## src/hw/reset_seq_map.svh

```systemverilog
`ifndef RESET_SEQ_MAP_SVH
`define RESET_SEQ_MAP_SVH

// self test length per sysclk ratio, system cycles
`define BIST_CYC_R3 22645
`define BIST_CYC_R4 19722
`define BIST_CYC_R15 13292
// serial load length per sysclk ratio, system cycles
`define LOAD_CYC_R3 4408217
`define LOAD_CYC_R4 3306194
`define LOAD_CYC_R15 881652
// serial clock shape in processor cycles
`define SROM_PERIOD 126
`define SROM_HALF 7'h3F
`define SROM_PHASE_LAST 7'h7D
// counter widths
`define SEQ_W 23
`define WORD_W 8
// clock mode strap codes
`define MODE_NORMAL 3'h5
`define MODE_DIV2 3'h0
`define MODE_CHIPTEST 3'h1
`define MODE_MODTEST 3'h2
`define MODE_CLKRST 3'h3

`endif

```

## src/hw/reset_seq_pkg.sv

```systemverilog
`include "reset_seq_map.svh"
package reset_seq_pkg;
	// one-hot sequencing states
	typedef enum logic [3:0] {
		S_HOLD = 4'h1,
		S_BIST = 4'h2,
		S_LOAD = 4'h4,
		S_RUN = 4'h8
	} seq_state_t;

	// complete block state
	typedef struct packed {
		seq_state_t state;
		logic [3:0] ratio;
		logic [3:0] div;
		logic [`SEQ_W-1:0] seq;
		logic [6:0] phase;
		logic [2:0] nbit;
		logic [`WORD_W-1:0] shreg;
		logic [`WORD_W-1:0] buf0;
		logic [`WORD_W-1:0] buf1;
		logic [1:0] fill;
		logic valid;
		logic chip_rst_n;
		logic srom_clk;
		logic [2:0] clk_div;
		logic bypass;
		logic eq_en;
		logic track;
		logic gen_rst;
		logic invalid;
	} seq_regs_t;
endpackage : reset_seq_pkg

```

## src/hw/reset_bist_srom_clkmode.sv

```systemverilog
`timescale 1ns/100ps
`include "reset_seq_map.svh"
module reset_bist_srom_clkmode #(
	parameter int BIST_R3 = `BIST_CYC_R3,
	parameter int BIST_R4 = `BIST_CYC_R4,
	parameter int BIST_R15 = `BIST_CYC_R15,
	parameter int LOAD_R3 = `LOAD_CYC_R3,
	parameter int LOAD_R4 = `LOAD_CYC_R4,
	parameter int LOAD_R15 = `LOAD_CYC_R15
) (
	// clock and block reset
	input wire logic clk_i,
	input wire logic resetn_i,
	// system reset and straps
	input wire logic sys_reset_n_i,
	input wire logic srom_present_n_i,
	input wire logic [3:0] sysclk_ratio_i,
	input wire logic [2:0] clk_mode_i,
	// serial boot rom
	input wire logic srom_data_i,
	output logic srom_clk_o,
	// loaded word stream
	output logic load_valid_o,
	output logic [`WORD_W-1:0] load_data_o,
	input wire logic load_ready_i,
	// internal reset
	output logic chip_reset_n_o,
	// clock mode controls
	output logic [2:0] clk_div_o,
	output logic div_bypass_o,
	output logic equalizer_en_o,
	output logic ref_track_o,
	output logic system_clock_output_reset_o,
	output logic clk_mode_invalid_o
);
	reset_seq_pkg::seq_regs_t r_reg; // registered state
	reset_seq_pkg::seq_regs_t r_next; // next state
	logic tick; // last processor cycle of a system cycle
	logic word_done; // serial word completes this cycle
	logic push; // word enters buffer
	logic pop; // receiver takes head word
	logic stall; // buffer full, freeze the load
	logic bist_end; // final self test system cycle
	logic load_end; // final load system cycle
	logic [`WORD_W-1:0] word_in; // assembled word

	// self test length for the captured ratio
	function automatic logic [`SEQ_W-1:0] bist_len(input logic [3:0] ratio);
		unique case (ratio)
			4'h3: bist_len = `SEQ_W'(BIST_R3);
			4'hF: bist_len = `SEQ_W'(BIST_R15);
			default: bist_len = `SEQ_W'(BIST_R4); // unlisted ratios reuse ratio 4
		endcase
	endfunction : bist_len

	// serial load length for the captured ratio
	function automatic logic [`SEQ_W-1:0] load_len(input logic [3:0] ratio);
		unique case (ratio)
			4'h3: load_len = `SEQ_W'(LOAD_R3);
			4'hF: load_len = `SEQ_W'(LOAD_R15);
			default: load_len = `SEQ_W'(LOAD_R4);
		endcase
	endfunction : load_len

	// strap decode: {div, bypass, equalizer, track, gen reset, invalid}
	function automatic logic [7:0] mode_decode(input logic [2:0] mode);
		unique case (mode)
			`MODE_NORMAL: mode_decode = {3'h1, 5'b01000};
			`MODE_DIV2: mode_decode = {3'h2, 5'b00000};
			`MODE_CHIPTEST: mode_decode = {3'h1, 5'b10000};
			`MODE_MODTEST: mode_decode = {3'h4, 5'b00100};
			`MODE_CLKRST: mode_decode = {3'h1, 5'b00010};
			default: mode_decode = {3'h1, 5'b00001};
		endcase
	endfunction : mode_decode

	// shared strobes
	assign tick = (r_reg.div == r_reg.ratio - 4'h1);
	assign word_done = (r_reg.state == reset_seq_pkg::S_LOAD)
		&& (r_reg.phase == `SROM_PHASE_LAST) && (r_reg.nbit == 3'h7);
	assign pop = r_reg.valid && load_ready_i;
	// a full buffer holds the serial clock still rather than drop a word
	assign stall = word_done && (r_reg.fill == 2'h2) && !pop;
	assign push = word_done && !stall;
	assign word_in = {r_reg.shreg[`WORD_W-2:0], srom_data_i};
	assign bist_end = (r_reg.state == reset_seq_pkg::S_BIST) && tick
		&& (r_reg.seq == bist_len(r_reg.ratio) - `SEQ_W'(1));
	assign load_end = (r_reg.state == reset_seq_pkg::S_LOAD) && tick && !stall
		&& (r_reg.seq == load_len(r_reg.ratio) - `SEQ_W'(1));

	// next state
	always_comb begin
		r_next = r_reg;
		// system cycle divider, frozen during a stall
		if (!stall) begin
			r_next.div = tick ? 4'h0 : r_reg.div + 4'h1;
		end
		unique case (r_reg.state)
			reset_seq_pkg::S_HOLD: begin
				// ratio strap is caught while the system holds reset
				r_next.ratio = sysclk_ratio_i;
				r_next.div = 4'h0;
				r_next.seq = '0;
				r_next.chip_rst_n = 1'b0;
				if (sys_reset_n_i) begin
					r_next.state = reset_seq_pkg::S_BIST;
				end
			end
			reset_seq_pkg::S_BIST: begin
				if (tick) begin
					r_next.seq = r_reg.seq + `SEQ_W'(1);
				end
				if (bist_end) begin
					r_next.seq = '0;
					if (srom_present_n_i) begin
						r_next.state = reset_seq_pkg::S_RUN;
						r_next.chip_rst_n = 1'b1;
					end else begin
						r_next.state = reset_seq_pkg::S_LOAD;
						r_next.phase = 7'h00;
						r_next.nbit = 3'h0;
						r_next.srom_clk = 1'b1;
					end
				end
			end
			reset_seq_pkg::S_LOAD: begin
				r_next.chip_rst_n = 1'b0;
				if (!stall) begin
					// fixed 126 cycle serial clock, half high half low
					r_next.phase = (r_reg.phase == `SROM_PHASE_LAST) ? 7'h00 : r_reg.phase + 7'h01;
					r_next.srom_clk = (r_next.phase < `SROM_HALF);
					if (tick) begin
						r_next.seq = r_reg.seq + `SEQ_W'(1);
					end
					// sample at the end of the period, late as possible
					if (r_reg.phase == `SROM_PHASE_LAST) begin
						r_next.shreg = word_in;
						r_next.nbit = r_reg.nbit + 3'h1;
					end
					if (load_end) begin
						r_next.state = reset_seq_pkg::S_RUN;
						r_next.chip_rst_n = 1'b1;
						r_next.srom_clk = 1'b0;
					end
				end
			end
			reset_seq_pkg::S_RUN: begin
				r_next.chip_rst_n = 1'b1;
			end
		endcase
		// two entry buffer toward the receiver
		unique case ({push, pop})
			2'b10: begin
				if (r_reg.fill == 2'h0) begin
					r_next.buf0 = word_in;
				end else begin
					r_next.buf1 = word_in;
				end
				r_next.fill = r_reg.fill + 2'h1;
			end
			2'b01: begin
				r_next.buf0 = r_reg.buf1;
				r_next.fill = r_reg.fill - 2'h1;
			end
			2'b11: begin
				if (r_reg.fill == 2'h1) begin
					r_next.buf0 = word_in;
				end else begin
					r_next.buf0 = r_reg.buf1;
					r_next.buf1 = word_in;
				end
			end
			default: begin
				r_next.fill = r_reg.fill;
			end
		endcase
		r_next.valid = (r_next.fill != 2'h0);
		// clock mode controls follow the straps
		{r_next.clk_div, r_next.bypass, r_next.eq_en, r_next.track,
			r_next.gen_rst, r_next.invalid} = mode_decode(clk_mode_i);
		// system reset aborts any phase of the sequence
		if (!sys_reset_n_i) begin
			r_next.state = reset_seq_pkg::S_HOLD;
			r_next.chip_rst_n = 1'b0;
			r_next.srom_clk = 1'b0;
		end
	end

	// state register
	always_ff @(posedge clk_i) begin
		if (!resetn_i) begin
			r_reg <= '0;
			r_reg.state <= reset_seq_pkg::S_HOLD;
			r_reg.ratio <= 4'h4;
			r_reg.clk_div <= 3'h1;
		end else begin
			r_reg <= r_next;
		end
	end

	// outputs straight from the state register
	assign srom_clk_o = r_reg.srom_clk;
	assign load_valid_o = r_reg.valid;
	assign load_data_o = r_reg.buf0;
	assign chip_reset_n_o = r_reg.chip_rst_n;
	assign clk_div_o = r_reg.clk_div;
	assign div_bypass_o = r_reg.bypass;
	assign equalizer_en_o = r_reg.eq_en;
	assign ref_track_o = r_reg.track;
	assign system_clock_output_reset_o = r_reg.gen_rst;
	assign clk_mode_invalid_o = r_reg.invalid;

	// checking helpers: independent counts of ticks, cycles and serial gaps
	logic [`SEQ_W-1:0] h_ticks; // system cycles seen in the current phase
	logic [23:0] h_cpu; // processor cycles seen in the current phase
	logic [6:0] h_gap; // cycles since the last serial clock rise, saturating
	// counts stop during a stall, just as the sequencer freezes
	always_ff @(posedge clk_i) begin
		if (!resetn_i || r_reg.state == reset_seq_pkg::S_HOLD || bist_end) begin
			h_ticks <= '0;
			h_cpu <= '0;
		end else if (!stall) begin
			h_ticks <= tick ? h_ticks + `SEQ_W'(1) : h_ticks;
			h_cpu <= h_cpu + 24'h1;
		end
		// the rise cycle counts as one, so a full period reads 126 at the next rise
		if (!resetn_i || (srom_clk_o == 1'b0 && r_next.srom_clk)) begin
			h_gap <= 7'h01;
		end else if (!stall && h_gap != 7'h7F) begin
			h_gap <= h_gap + 7'h01;
		end
	end
endmodule : reset_bist_srom_clkmode

```

## config.mk

```make
export PLATFORM = sky130hd
export DESIGN_NAME = reset_bist_srom_clkmode
export DESIGN_NICKNAME = d
export VERILOG_FILES = /design/src/hw/reset_seq_pkg.sv /design/src/hw/reset_bist_srom_clkmode.sv
export VERILOG_INCLUDE_DIRS = /design/src /design/src/hw
export SDC_FILE = /design/constraint.sdc
export NUM_CORES = 1
export LEC_CHECK = 0
export BUFFER_PORTS_ARGS = -buffer_cell sky130_fd_sc_hd__buf_2
export CAP_MARGIN = 10
export CORE_MARGIN = 4
export CORE_UTILIZATION = 30
export DETAILED_ROUTE_END_ITERATION = 8
export PLACE_DENSITY = 0.44
export SYNTH_ARGS = -nofsm -noshare
export SYNTH_HDL_FRONTEND = slang
export SYNTH_SLANG_ARGS = --single-unit
```

## constraint.sdc

```tcl
create_clock -name clk_i -period 7.45 [get_ports clk_i]
set_input_delay 0.3725 -clock clk_i [delete_from_list [all_inputs] [get_ports clk_i]]
set_output_delay 0.3725 -clock clk_i [all_outputs]
set_load 0.005 [all_outputs]
```

Word-level counts from Yosys, hierarchy flattened --
Cells that the tools add are included.
Word-level totals: bits in registers 82, output and inout bits 19
Cells by class: add/sub/neg operators 9, $lt $le $gt $ge 1, equality and inequality tests 29, mux-type cells 31, bitwise logic cells 2, reduce and logical (&&, ||, !) cells 30
Operator list (number):
- $pmux 23 s3 | 1
- $eq 23x23->1 | 2
- $pmux 23 s2 | 1
- $sub 23x1->23 const B | 2
- $mux 41 | 1
- $pmux 8 s5 | 1
- $mux 33 | 1
- $mux 8 | 4
- $pmux 15 s2 | 1
- $pmux 8 s3 | 1
- $add 23x1->23 const B | 1
- $mux 23 | 1
- $mux 4 | 5
- $pmux 10 s2 | 1
- $ne 2x2->1 const B | 9
- $pmux 8 s2 | 1
- $pmux 4 s3 | 1
- $logic_and 1x1->1 | 11
- $mux 11 | 1
- $mux 10 | 1
- $eq 4x2->1 const B | 2
- $eq 4x4->1 const B | 2
- $reduce_and 2->1 | 4
- $reduce_and 4->1 | 2
- other kinds (31) | 45

Logic depth before layout (Yosys ltp) --
Gate-level depths: netlist of run 1.
depth in word-level cells 11, depth in mapped cells 12, mapped depth without buffers 11

Worst setup path after synthesis of run 1 --
No wires, ideal clock.
path kind reg-to-reg, start register r_reg[74] (netlist bit), end register r_reg[81] (netlist bit), library setup time 0.086 ns, arrival 2.424 ns, required time 7.364 ns, slack 4.941 ns, stages on the path, launching flop included 9, buffers on the path 0, period minus slack after synthesis 2.509 ns, cell sequence dfxtp_1 > ha_1 > or3b_4 > inv_1 > nand2_1 > a22o_1 > or4b_1 > a211o_1 > a211oi_1
On the way: longest elaborated chain between the ends 7, elaborated cells on any way between the ends 18
RTL lines:
- start, declared | line reset_bist_srom_clkmode.sv:36 | reset_seq_pkg::seq_regs_t r_reg;
- start signal, assigned | line reset_bist_srom_clkmode.sv:197 | r_reg <= r_next;
- $eq 4x4->1 (tied with other cells) | line reset_bist_srom_clkmode.sv:49, reset_bist_srom_clkmode.sv:58
- $pmux 23 s2 (tied with other cells) | line reset_bist_srom_clkmode.sv:58 | unique case (ratio)
- $sub 23x1->23 (tied with other cells) | line reset_bist_srom_clkmode.sv:89 | && (r_reg.seq == load_len(r_reg.ratio) - `SEQ_W'(1));
- $eq 23x23->1 (tied with other cells) | line reset_bist_srom_clkmode.sv:89
- $logic_and 1x1->1, on equally long branches | line reset_bist_srom_clkmode.sv:88, reset_bist_srom_clkmode.sv:86
- $ne 2x2->1 (no line)
- $reduce_and 4->1 (no line) *
Every way passes the cells marked *; elsewhere a longest branch is shown, timed or not. A chain may end at the register's enable or synchronous reset.

Worst setup path in the final report of run 1 --
start register r_reg[74] (netlist bit), end register r_reg[54] (netlist bit)
On the way: longest elaborated chain between the ends 7, elaborated cells on any way between the ends 13
RTL lines:
- $eq 4x4->1 / $eq 4x2->1 (equally long branches) | line reset_bist_srom_clkmode.sv:49 | unique case (ratio)
- $pmux 15 s2 | line reset_bist_srom_clkmode.sv:49
- $sub 23x1->23 | line reset_bist_srom_clkmode.sv:87 | && (r_reg.seq == bist_len(r_reg.ratio) - `SEQ_W'(1));
- $eq 23x23->1 | line reset_bist_srom_clkmode.sv:87
- $logic_and 1x1->1 | line reset_bist_srom_clkmode.sv:86 | assign bist_end = (r_reg.state == reset_seq_pkg::S_BIST) && tick
- $mux 33 | line reset_bist_srom_clkmode.sv:113 | if (bist_end) begin
- $pmux 23 s3 * | line reset_bist_srom_clkmode.sv:98 | unique case (r_reg.state)
Every way passes the cells marked *; elsewhere a longest branch is shown, timed or not. The select of a mux whose other input is x is not followed.

==> results.py, run 1 <==
metrics = {
    "floorplan": {
        "die_h_um": 127,
        "core_um2": 13800,
        "ioPinCount": 32,
        "initial_core_util_pct": 30.5,
        "die_w_um": 127,
        "num_rows": 43,
        "design.die.area_um2": 16000,
    },
    "grt": {
        "antenna_found_initial": 0,
        "grt.busiest_layer": "met2",
        "grt_util_all_layers_pct": 13.5,
        "grt_use_met1_pct": 19.0,
        "grt_pass1_vias": 3389,
        "met2_usage_pct": 19.2,
        "overflow": 0,
        "grt_pass1_wl_um": 17200,
        "met3_usage_pct": 4.42,
        "grt_max_degree": 40,
    },
    "routing": {
        "vias": 3629,
        "drtIter0Drc": 259,
        "drc_errors": 0,
        "wl_per_cell_um": 15.0,
        "viasPerCell": 5.16,
        "first_pass_iters": 4,
        "routed_wl_um": 10500,
        "antenna_left": 0,
    },
    "synthesis": {
        "synth.most_common_cell": "dfxtp_1",
        "synth_area_um2": 4220,
        "synthFlopType": "dfxtp_1",
        "synth_cells": 505,
        "synthTopCellsByArea": "dfxtp_1, nor2_1, mux2i_1",
        "synth_commonest_cells": "dfxtp_1, nor2_1, nand2_1, a21oi_1",
        "synthDistinctLibCells": 65,
        "synth_top_area_share_pct": 38.0,
        "synth-seq-cells": 80,
        "synth_nets": 532,
        "syn_area_per_cell_um2": 8.35,
        "async_flop_share_pct": 0,
        "synth-edff-count": 0,
        "yosys_warnings": 0,
        "yosysTopAreaCell": "dfxtp_1",
        "yosysSeqAreaShare_pct": 38.0,
    },
    "power_and_ir_drop": {
        "switching_share_pct": 26.0,
        "irDropWorstVdd_mv": 0.0980,
        "internal-power_w": 0.000730,
        "combPwrFrac_pct": 7.2,
        "seqPwrFrac_pct": 44.9,
        "power_density_nw_per_um2": 207,
        "power_frac_clock_pct": 47.9,
        "p_leak_nw": 1.86,
        "switchingPower_w": 0.000256,
    },
    "timing": {
        "period_share_pct": 40.4,
        "setup_tns_ns": 0,
        "tightest_slew_ns": 1.04,
        "finalSetupViolCount": 0,
        "drv_slew": 0,
        "timing.hold.ws_ns": 0.211,
        "slew-limit-headroom_pct": 30.6,
        "fmax_mhz": 332,
        "rsz0062_at_grt": "no",
        "timing.final.ws_setup_ns": 4.44,
        "finalCriticalPeriod_ns": 3.01,
        "skew_ns": 0.0104,
        "hold_viol": 0,
    },
    "placed_design": {
        "gp_congestion": 0.813,
        "port_buffers": 31,
        "dp_slack_ns": 4.45,
        "place_hpwl_um": 7590,
    },
    "cts": {
        "cts_tree": "built",
        "clock-root-buffer": "clkbuf_16",
        "ctsResizeCount": 0,
        "clk_pin_slew_ns": 0.07,
        "postCtsHoldBufs": 0,
        "clock_latency_ns": 0.36,
        "cts_buffers": 9,
        "postCtsSetupRepairBufs": 0,
        "clockBufferDepth": 2,
        "cts_sinks": 80,
        "htree_levels": 3,
    },
    "cells_and_area": {
        "area_growth_pct": 13.0,
        "largest_reg_flops": 62,
        "finish.net_count": 545,
        "drive_above_1_share_pct": 12.0,
        "final_util_pct": 34.5,
        "diodes": 0,
        "num-fill-cells": 1441,
    },
    "worst_setup_path": {
        "start_kind": "flip-flop",
        "crit_chain": "ha_1 -> nand3_2 -> or4b_1 -> a211o_1 -> nor4_4 -> o31ai_2 -> buf_4 -> nor2_4 -> o21ai_0",
        "regToRegSetupSlack_ns": 4.44,
        "path_class": "flip-flop to flip-flop",
        "crit_path_max_fanout": 17,
        "arrival_ns": 3.23,
        "critPathSlowestCell": "or4b_1",
        "max_stage_delay_ns": 0.53,
        "crit_required_ns": 7.67,
        "endpoint_kind": "flip-flop",
    },
    "status": {
        "status": "complete, no violations",
    },
    "worst_hold_path": {
        "hold_path.class": "primary input to flip-flop",
    },
    "run": {
        "drv_cap": 0,
    },
}
==> per-stage QoR <==
step                      std cells  instance area, um2  power (W)
after floorplan                 505                4220   0.000504
after global placement          687                4450   0.000524
final                           703                4760   0.000986
after detailed placement        687                4450   0.000525
after global routing            703                4760    0.00103
after CTS                       703                4760    0.00100
==> kinds of logic (layout without fill, tap and decap cells) <==
group | Yosys count | in the layout | share of synthesized area [%]
muxes | 23 | 23 | 5.46
buffers and inverters | 49 | 67 | 5.67
DFF | 80 | 80 | 38.0
AOI/OAI and AO/OA | 111 | 111 | 17.0
xor gates and xnor gates | 15 | 15 | 3.47
and+or+nand+nor | 213 | 213 | 26.3
adders and majority gates | 14 | 14 | 4.15
==> cell usage in the layout (no fill, tap or decap), types with 2 or more instances in the layout <==
master     netlist  final
buf_2            1     31
nand3b_1         3      3
mux2i_1         23     23
ha_1            14     14
inv_8            0      2
clkbuf_16        0      9
nor3_1          20     20
o32ai_1          4      4
a211oi_1        13     13
a22o_1           2      2
a21o_1           2      2
a21oi_1         28     28
o21a_1           3      3
nor3b_1          3      3
nand3_1         20     20
nand2_1         44     44
nor4bb_1         2      2
nor2_1          66     66
nor2b_1          3      3
inv_6            0      3
a211o_1          2      2
a22oi_1          8      8
inv_1           15     15
nor4b_1          6      6
or3_1            2      2
a31oi_1          5      5
xor2_1           7      7
xnor2_1          7      7
o21ai_0         23     23
buf_4           14      5
or4b_1           2      2
or2_2            2      2
nand4_1         13     13
dfxtp_1         80     80
and3_1           9      9
o21ai_1          2      2
nand2b_1         3      3
o31ai_1          2      2
o211ai_1         4      4
o22ai_1          3      3
==> cell type report <==
cell class	instances	area [um2]	area share [%]
Clock buffer	9	225	4.73
Clock inverter	7	86.3	1.81
Inverter	15	56.3	1.18
Multi-Input combinational cell	376	2380	49.9
Sequential cell	80	1600	33.6
Tap cell	180	225	4.73
Timing Repair Buffer	36	193	4.04
==> layer usage <==
metal / up-vias / wire [um]
li1: 1844 / -
met1: 1716 / 5450
met2: 63 / 4510
met3: 6 / 488
met4: 0 / 97
met5: - / 0
==> path summary, 6_finish.rpt <==
kind / startpoint / end / depth (start not counted)
worst max-delay path: r_reg[74] / r_reg[54] / 9
worst min-delay path: clk_mode_i[0] / clk_mode_invalid_o / 2
worst max register to register: r_reg[74] / r_reg[54] / 9
worst min register to register: r_reg[37] / r_reg[37] / 1
==> power by group through the flow <==
| stage | sequential (W) | combinational [W] | clock, W |
|---|---|---|---|
| floorplan | 0.000447 | 0.0000572 | 0 |
| global placement | 0.000452 | 0.0000718 | 0 |
| detailed placement | 0.000453 | 0.0000720 | 0 |
| CTS | 0.000443 | 0.0000722 | 0.000488 |
| global route | 0.000444 | 0.0000799 | 0.000505 |
| finish | 0.000443 | 0.0000712 | 0.000472 |
==> critical path: cells and delay by family, from the launching register on <==
| family | cells | cell delay, ns |
|---|---|---|
| buffers and inverters | 1 | 0.21 |
| AO/OA/AOI/OAI | 3 | 0.55 |
| AND/OR/NAND/NOR | 4 | 1.37 |
| adder cells (fa/ha/maj) | 1 | 0.32 |
| flip-flops | 1 | 0.40 |
No activity file was read; power rests on OpenSTA's default activity.
==> inputs of run 2 (changes only) <==
--- a/config.mk
+++ b/config.mk
@@ -11,7 +11,7 @@
 export CORE_MARGIN = 4
 export CORE_UTILIZATION = 30
 export DETAILED_ROUTE_END_ITERATION = 8
-export PLACE_DENSITY = 0.44
+export PLACE_DENSITY = 0.45
 export SYNTH_ARGS = -nofsm -noshare
 export SYNTH_HDL_FRONTEND = slang
 export SYNTH_SLANG_ARGS = --single-unit
==> constraint.sdc (replaced) <==
create_clock -name clk_i -period 2.75 [get_ports clk_i]
set_input_delay 0.1375 -clock clk_i [delete_from_list [all_inputs] [get_ports clk_i]]
set_output_delay 0.1375 -clock clk_i [all_outputs]
set_load 0.005 [all_outputs]
==> run 2 against run 1 <==
Sequential share of layout area fell by 1.8 points. Via count rose by 2.3%. Count of clock-buffer cells in the layout did not move. Critical endpoint is now r_reg[81].
==> results.py, run 2 (synthesis results as in run 1) <==
metrics = {
    "timing": {
        "skew_ns": 0.00698,
        "hold_viol": 0,
        "drv_slew": 0,
        "setup_tns_ns": 0,
        "finalCriticalPeriod_ns": 2.66,
        "tightest_slew_ns": 0.684,
        "slew-limit-headroom_pct": 54.4,
        "fmax_mhz": 376,
        "finalSetupViolCount": 0,
        "rsz0062_at_grt": "yes",
        "period_share_pct": 96.8,
        "timing.hold.ws_ns": 0.0241,
    },
    "worst_setup_path": {
        "crit_required_ns": 3.00,
        "rr_startpoint": "r_reg[75]",
        "start_kind": "flip-flop",
        "arrival_ns": 2.92,
        "crit_chain": "ha_2 -> nand3_2 -> or4b_1 -> a211o_1 -> nor4_4 -> buf_4 -> nor2_2 -> a211o_1 -> a211oi_1",
        "max_stage_delay_ns": 0.53,
        "critPathSlowestCell": "or4b_1",
        "regToRegSetupSlack_ns": 0.09,
        "crit_top_cell": "a211o_1",
        "timing.rr.end": "r_reg[81]",
        "crit_family": "simple AND/OR/NAND/NOR gates",
        "crit_path_max_fanout": 7,
        "path_class": "flip-flop to flip-flop",
        "reg2reg_depth": 9,
        "endpoint_kind": "flip-flop",
        "cp_num_buf_inv": 1,
    },
    "power_and_ir_drop": {
        "irDropWorstVdd_mv": 0.203,
        "power_w": 0.00271,
        "p_leak_nw": 2.01,
        "power_density_nw_per_um2": 538,
    },
    "grt": {
        "grt_pass1_wl_um": 17500,
        "grt_util_all_layers_pct": 13.5,
        "grt_pass1_vias": 3451,
        "antenna_found_initial": 0,
        "grt_max_degree": 40,
        "overflow": 0,
    },
    "floorplan": {
        "num_rows": 43,
        "initial_core_util_pct": 30.5,
        "die_w_um": 127,
        "core_um2": 13800,
        "die_h_um": 127,
        "design.die.area_um2": 16000,
        "ioPinCount": 32,
    },
    "placed_design": {
        "dp_cells": 711,
        "port_buffers": 31,
        "gp_congestion": 0.827,
        "place_hpwl_um": 7710,
    },
    "cells_and_area": {
        "diodes": 0,
        "layout_commonest_cell": "dfxtp_1",
        "largest_reg_flops": 62,
        "area_growth_pct": 19.5,
        "layout_common_cells": "dfxtp_1, nor2_1, nand2_1",
        "drive_above_1_share_pct": 16.5,
        "final_util_pct": 36.5,
        "multi_input_area_um2": 2390,
        "finish.net_count": 573,
        "num-fill-cells": 1420,
        "stdcell_count": 730,
        "ff_latch_area_um2": 1600,
    },
    "status": {
        "status": "complete, no violations",
    },
    "worst_hold_path": {
        "hold_depth": 3,
        "min_to": "r_reg[75]",
        "hold_path.class": "primary input to flip-flop",
        "hp-start": "sysclk_ratio_i[1]",
    },
    "run": {
        "drv_cap": 0,
    },
    "cts": {
        "clock-root-buffer": "clkbuf_16",
        "cts_buffers": 9,
        "clock_latency_ns": 0.34,
        "htree_levels": 3,
        "clockBufferDepth": 2,
        "clk_pin_slew_ns": 0.06,
        "cts_sinks": 80,
        "cts_tree": "built",
    },
    "routing": {
        "viasPerCell": 5.09,
        "drtIter0Drc": 251,
        "drc_errors": 0,
        "first_pass_iters": 4,
        "routed_wl_um": 10500,
        "vias": 3713,
        "wl_per_cell_um": 14.4,
        "antenna_left": 0,
    },
}
[run 2: layout make-up]
| class | instances | share of cell area (%) |
|---|---|---|
| Clock inverter | 6 | 1.86 |
| Timing Repair Buffer | 64 | 8.88 |
| Sequential cell | 80 | 31.8 |
| Multi-Input combinational cell | 376 | 47.4 |
| Tap cell | 180 | 4.47 |
| Inverter | 15 | 1.12 |
| Clock buffer | 9 | 4.47 |
[run 2: where the power goes]
part | internal (W) | switching (W)
logic | 0.0000993 | 0.000124
registers | 0.00118 | 0.0000230
clock network | 0.000796 | 0.000495
[run 2: how the worst max path moves through the flow]
stage,startpoint,to,cells after the start
4_1_cts,r_reg[37],r_reg[69],9
3_3_place_gp,r_reg[37],r_reg[69],9
5_1_grt,r_reg[75],r_reg[81],9
3_5_place_dp,r_reg[75],r_reg[81],9
2_1_floorplan,r_reg[74],r_reg[81],8
6_report,r_reg[75],r_reg[81],9
[run 2: worst min-delay path, delay by kind of cell]
family          cells  cell delay (ns)
compound gates      1             0.05
simple gates        1             0.07
buf+inv             1             0.08
[run 2: metal layers]
metal  global-route usage, %  share of wire (%)  wire (um)  up-vias
li1                        -                  -          -     1903
met1                    18.8                 52       5450     1755
met2                    20.4                 44       4630       49
met3                    3.71                3.2        340        6
met4                    3.97                1.2        123        0
met5                       0                  0          0        -
[run 2: timing repair]
item,CTS,global route
endpoints found under the hold margin,5,0
resized for setup,0,5
buffers inserted,0,1
hold buffers,3,0
setup endpoints to repair,0,23
[run 2: per-stage QoR]
step | setup slack (ns) | instance area, um2
after floorplan | 0.241 | 4220
after global placement | 0.115 | 4660
after detailed placement | 0.0756 | 4660
after CTS | 0.0522 | 5010
after global routing | -0.0755 | 5040
final | 0.0882 | 5040
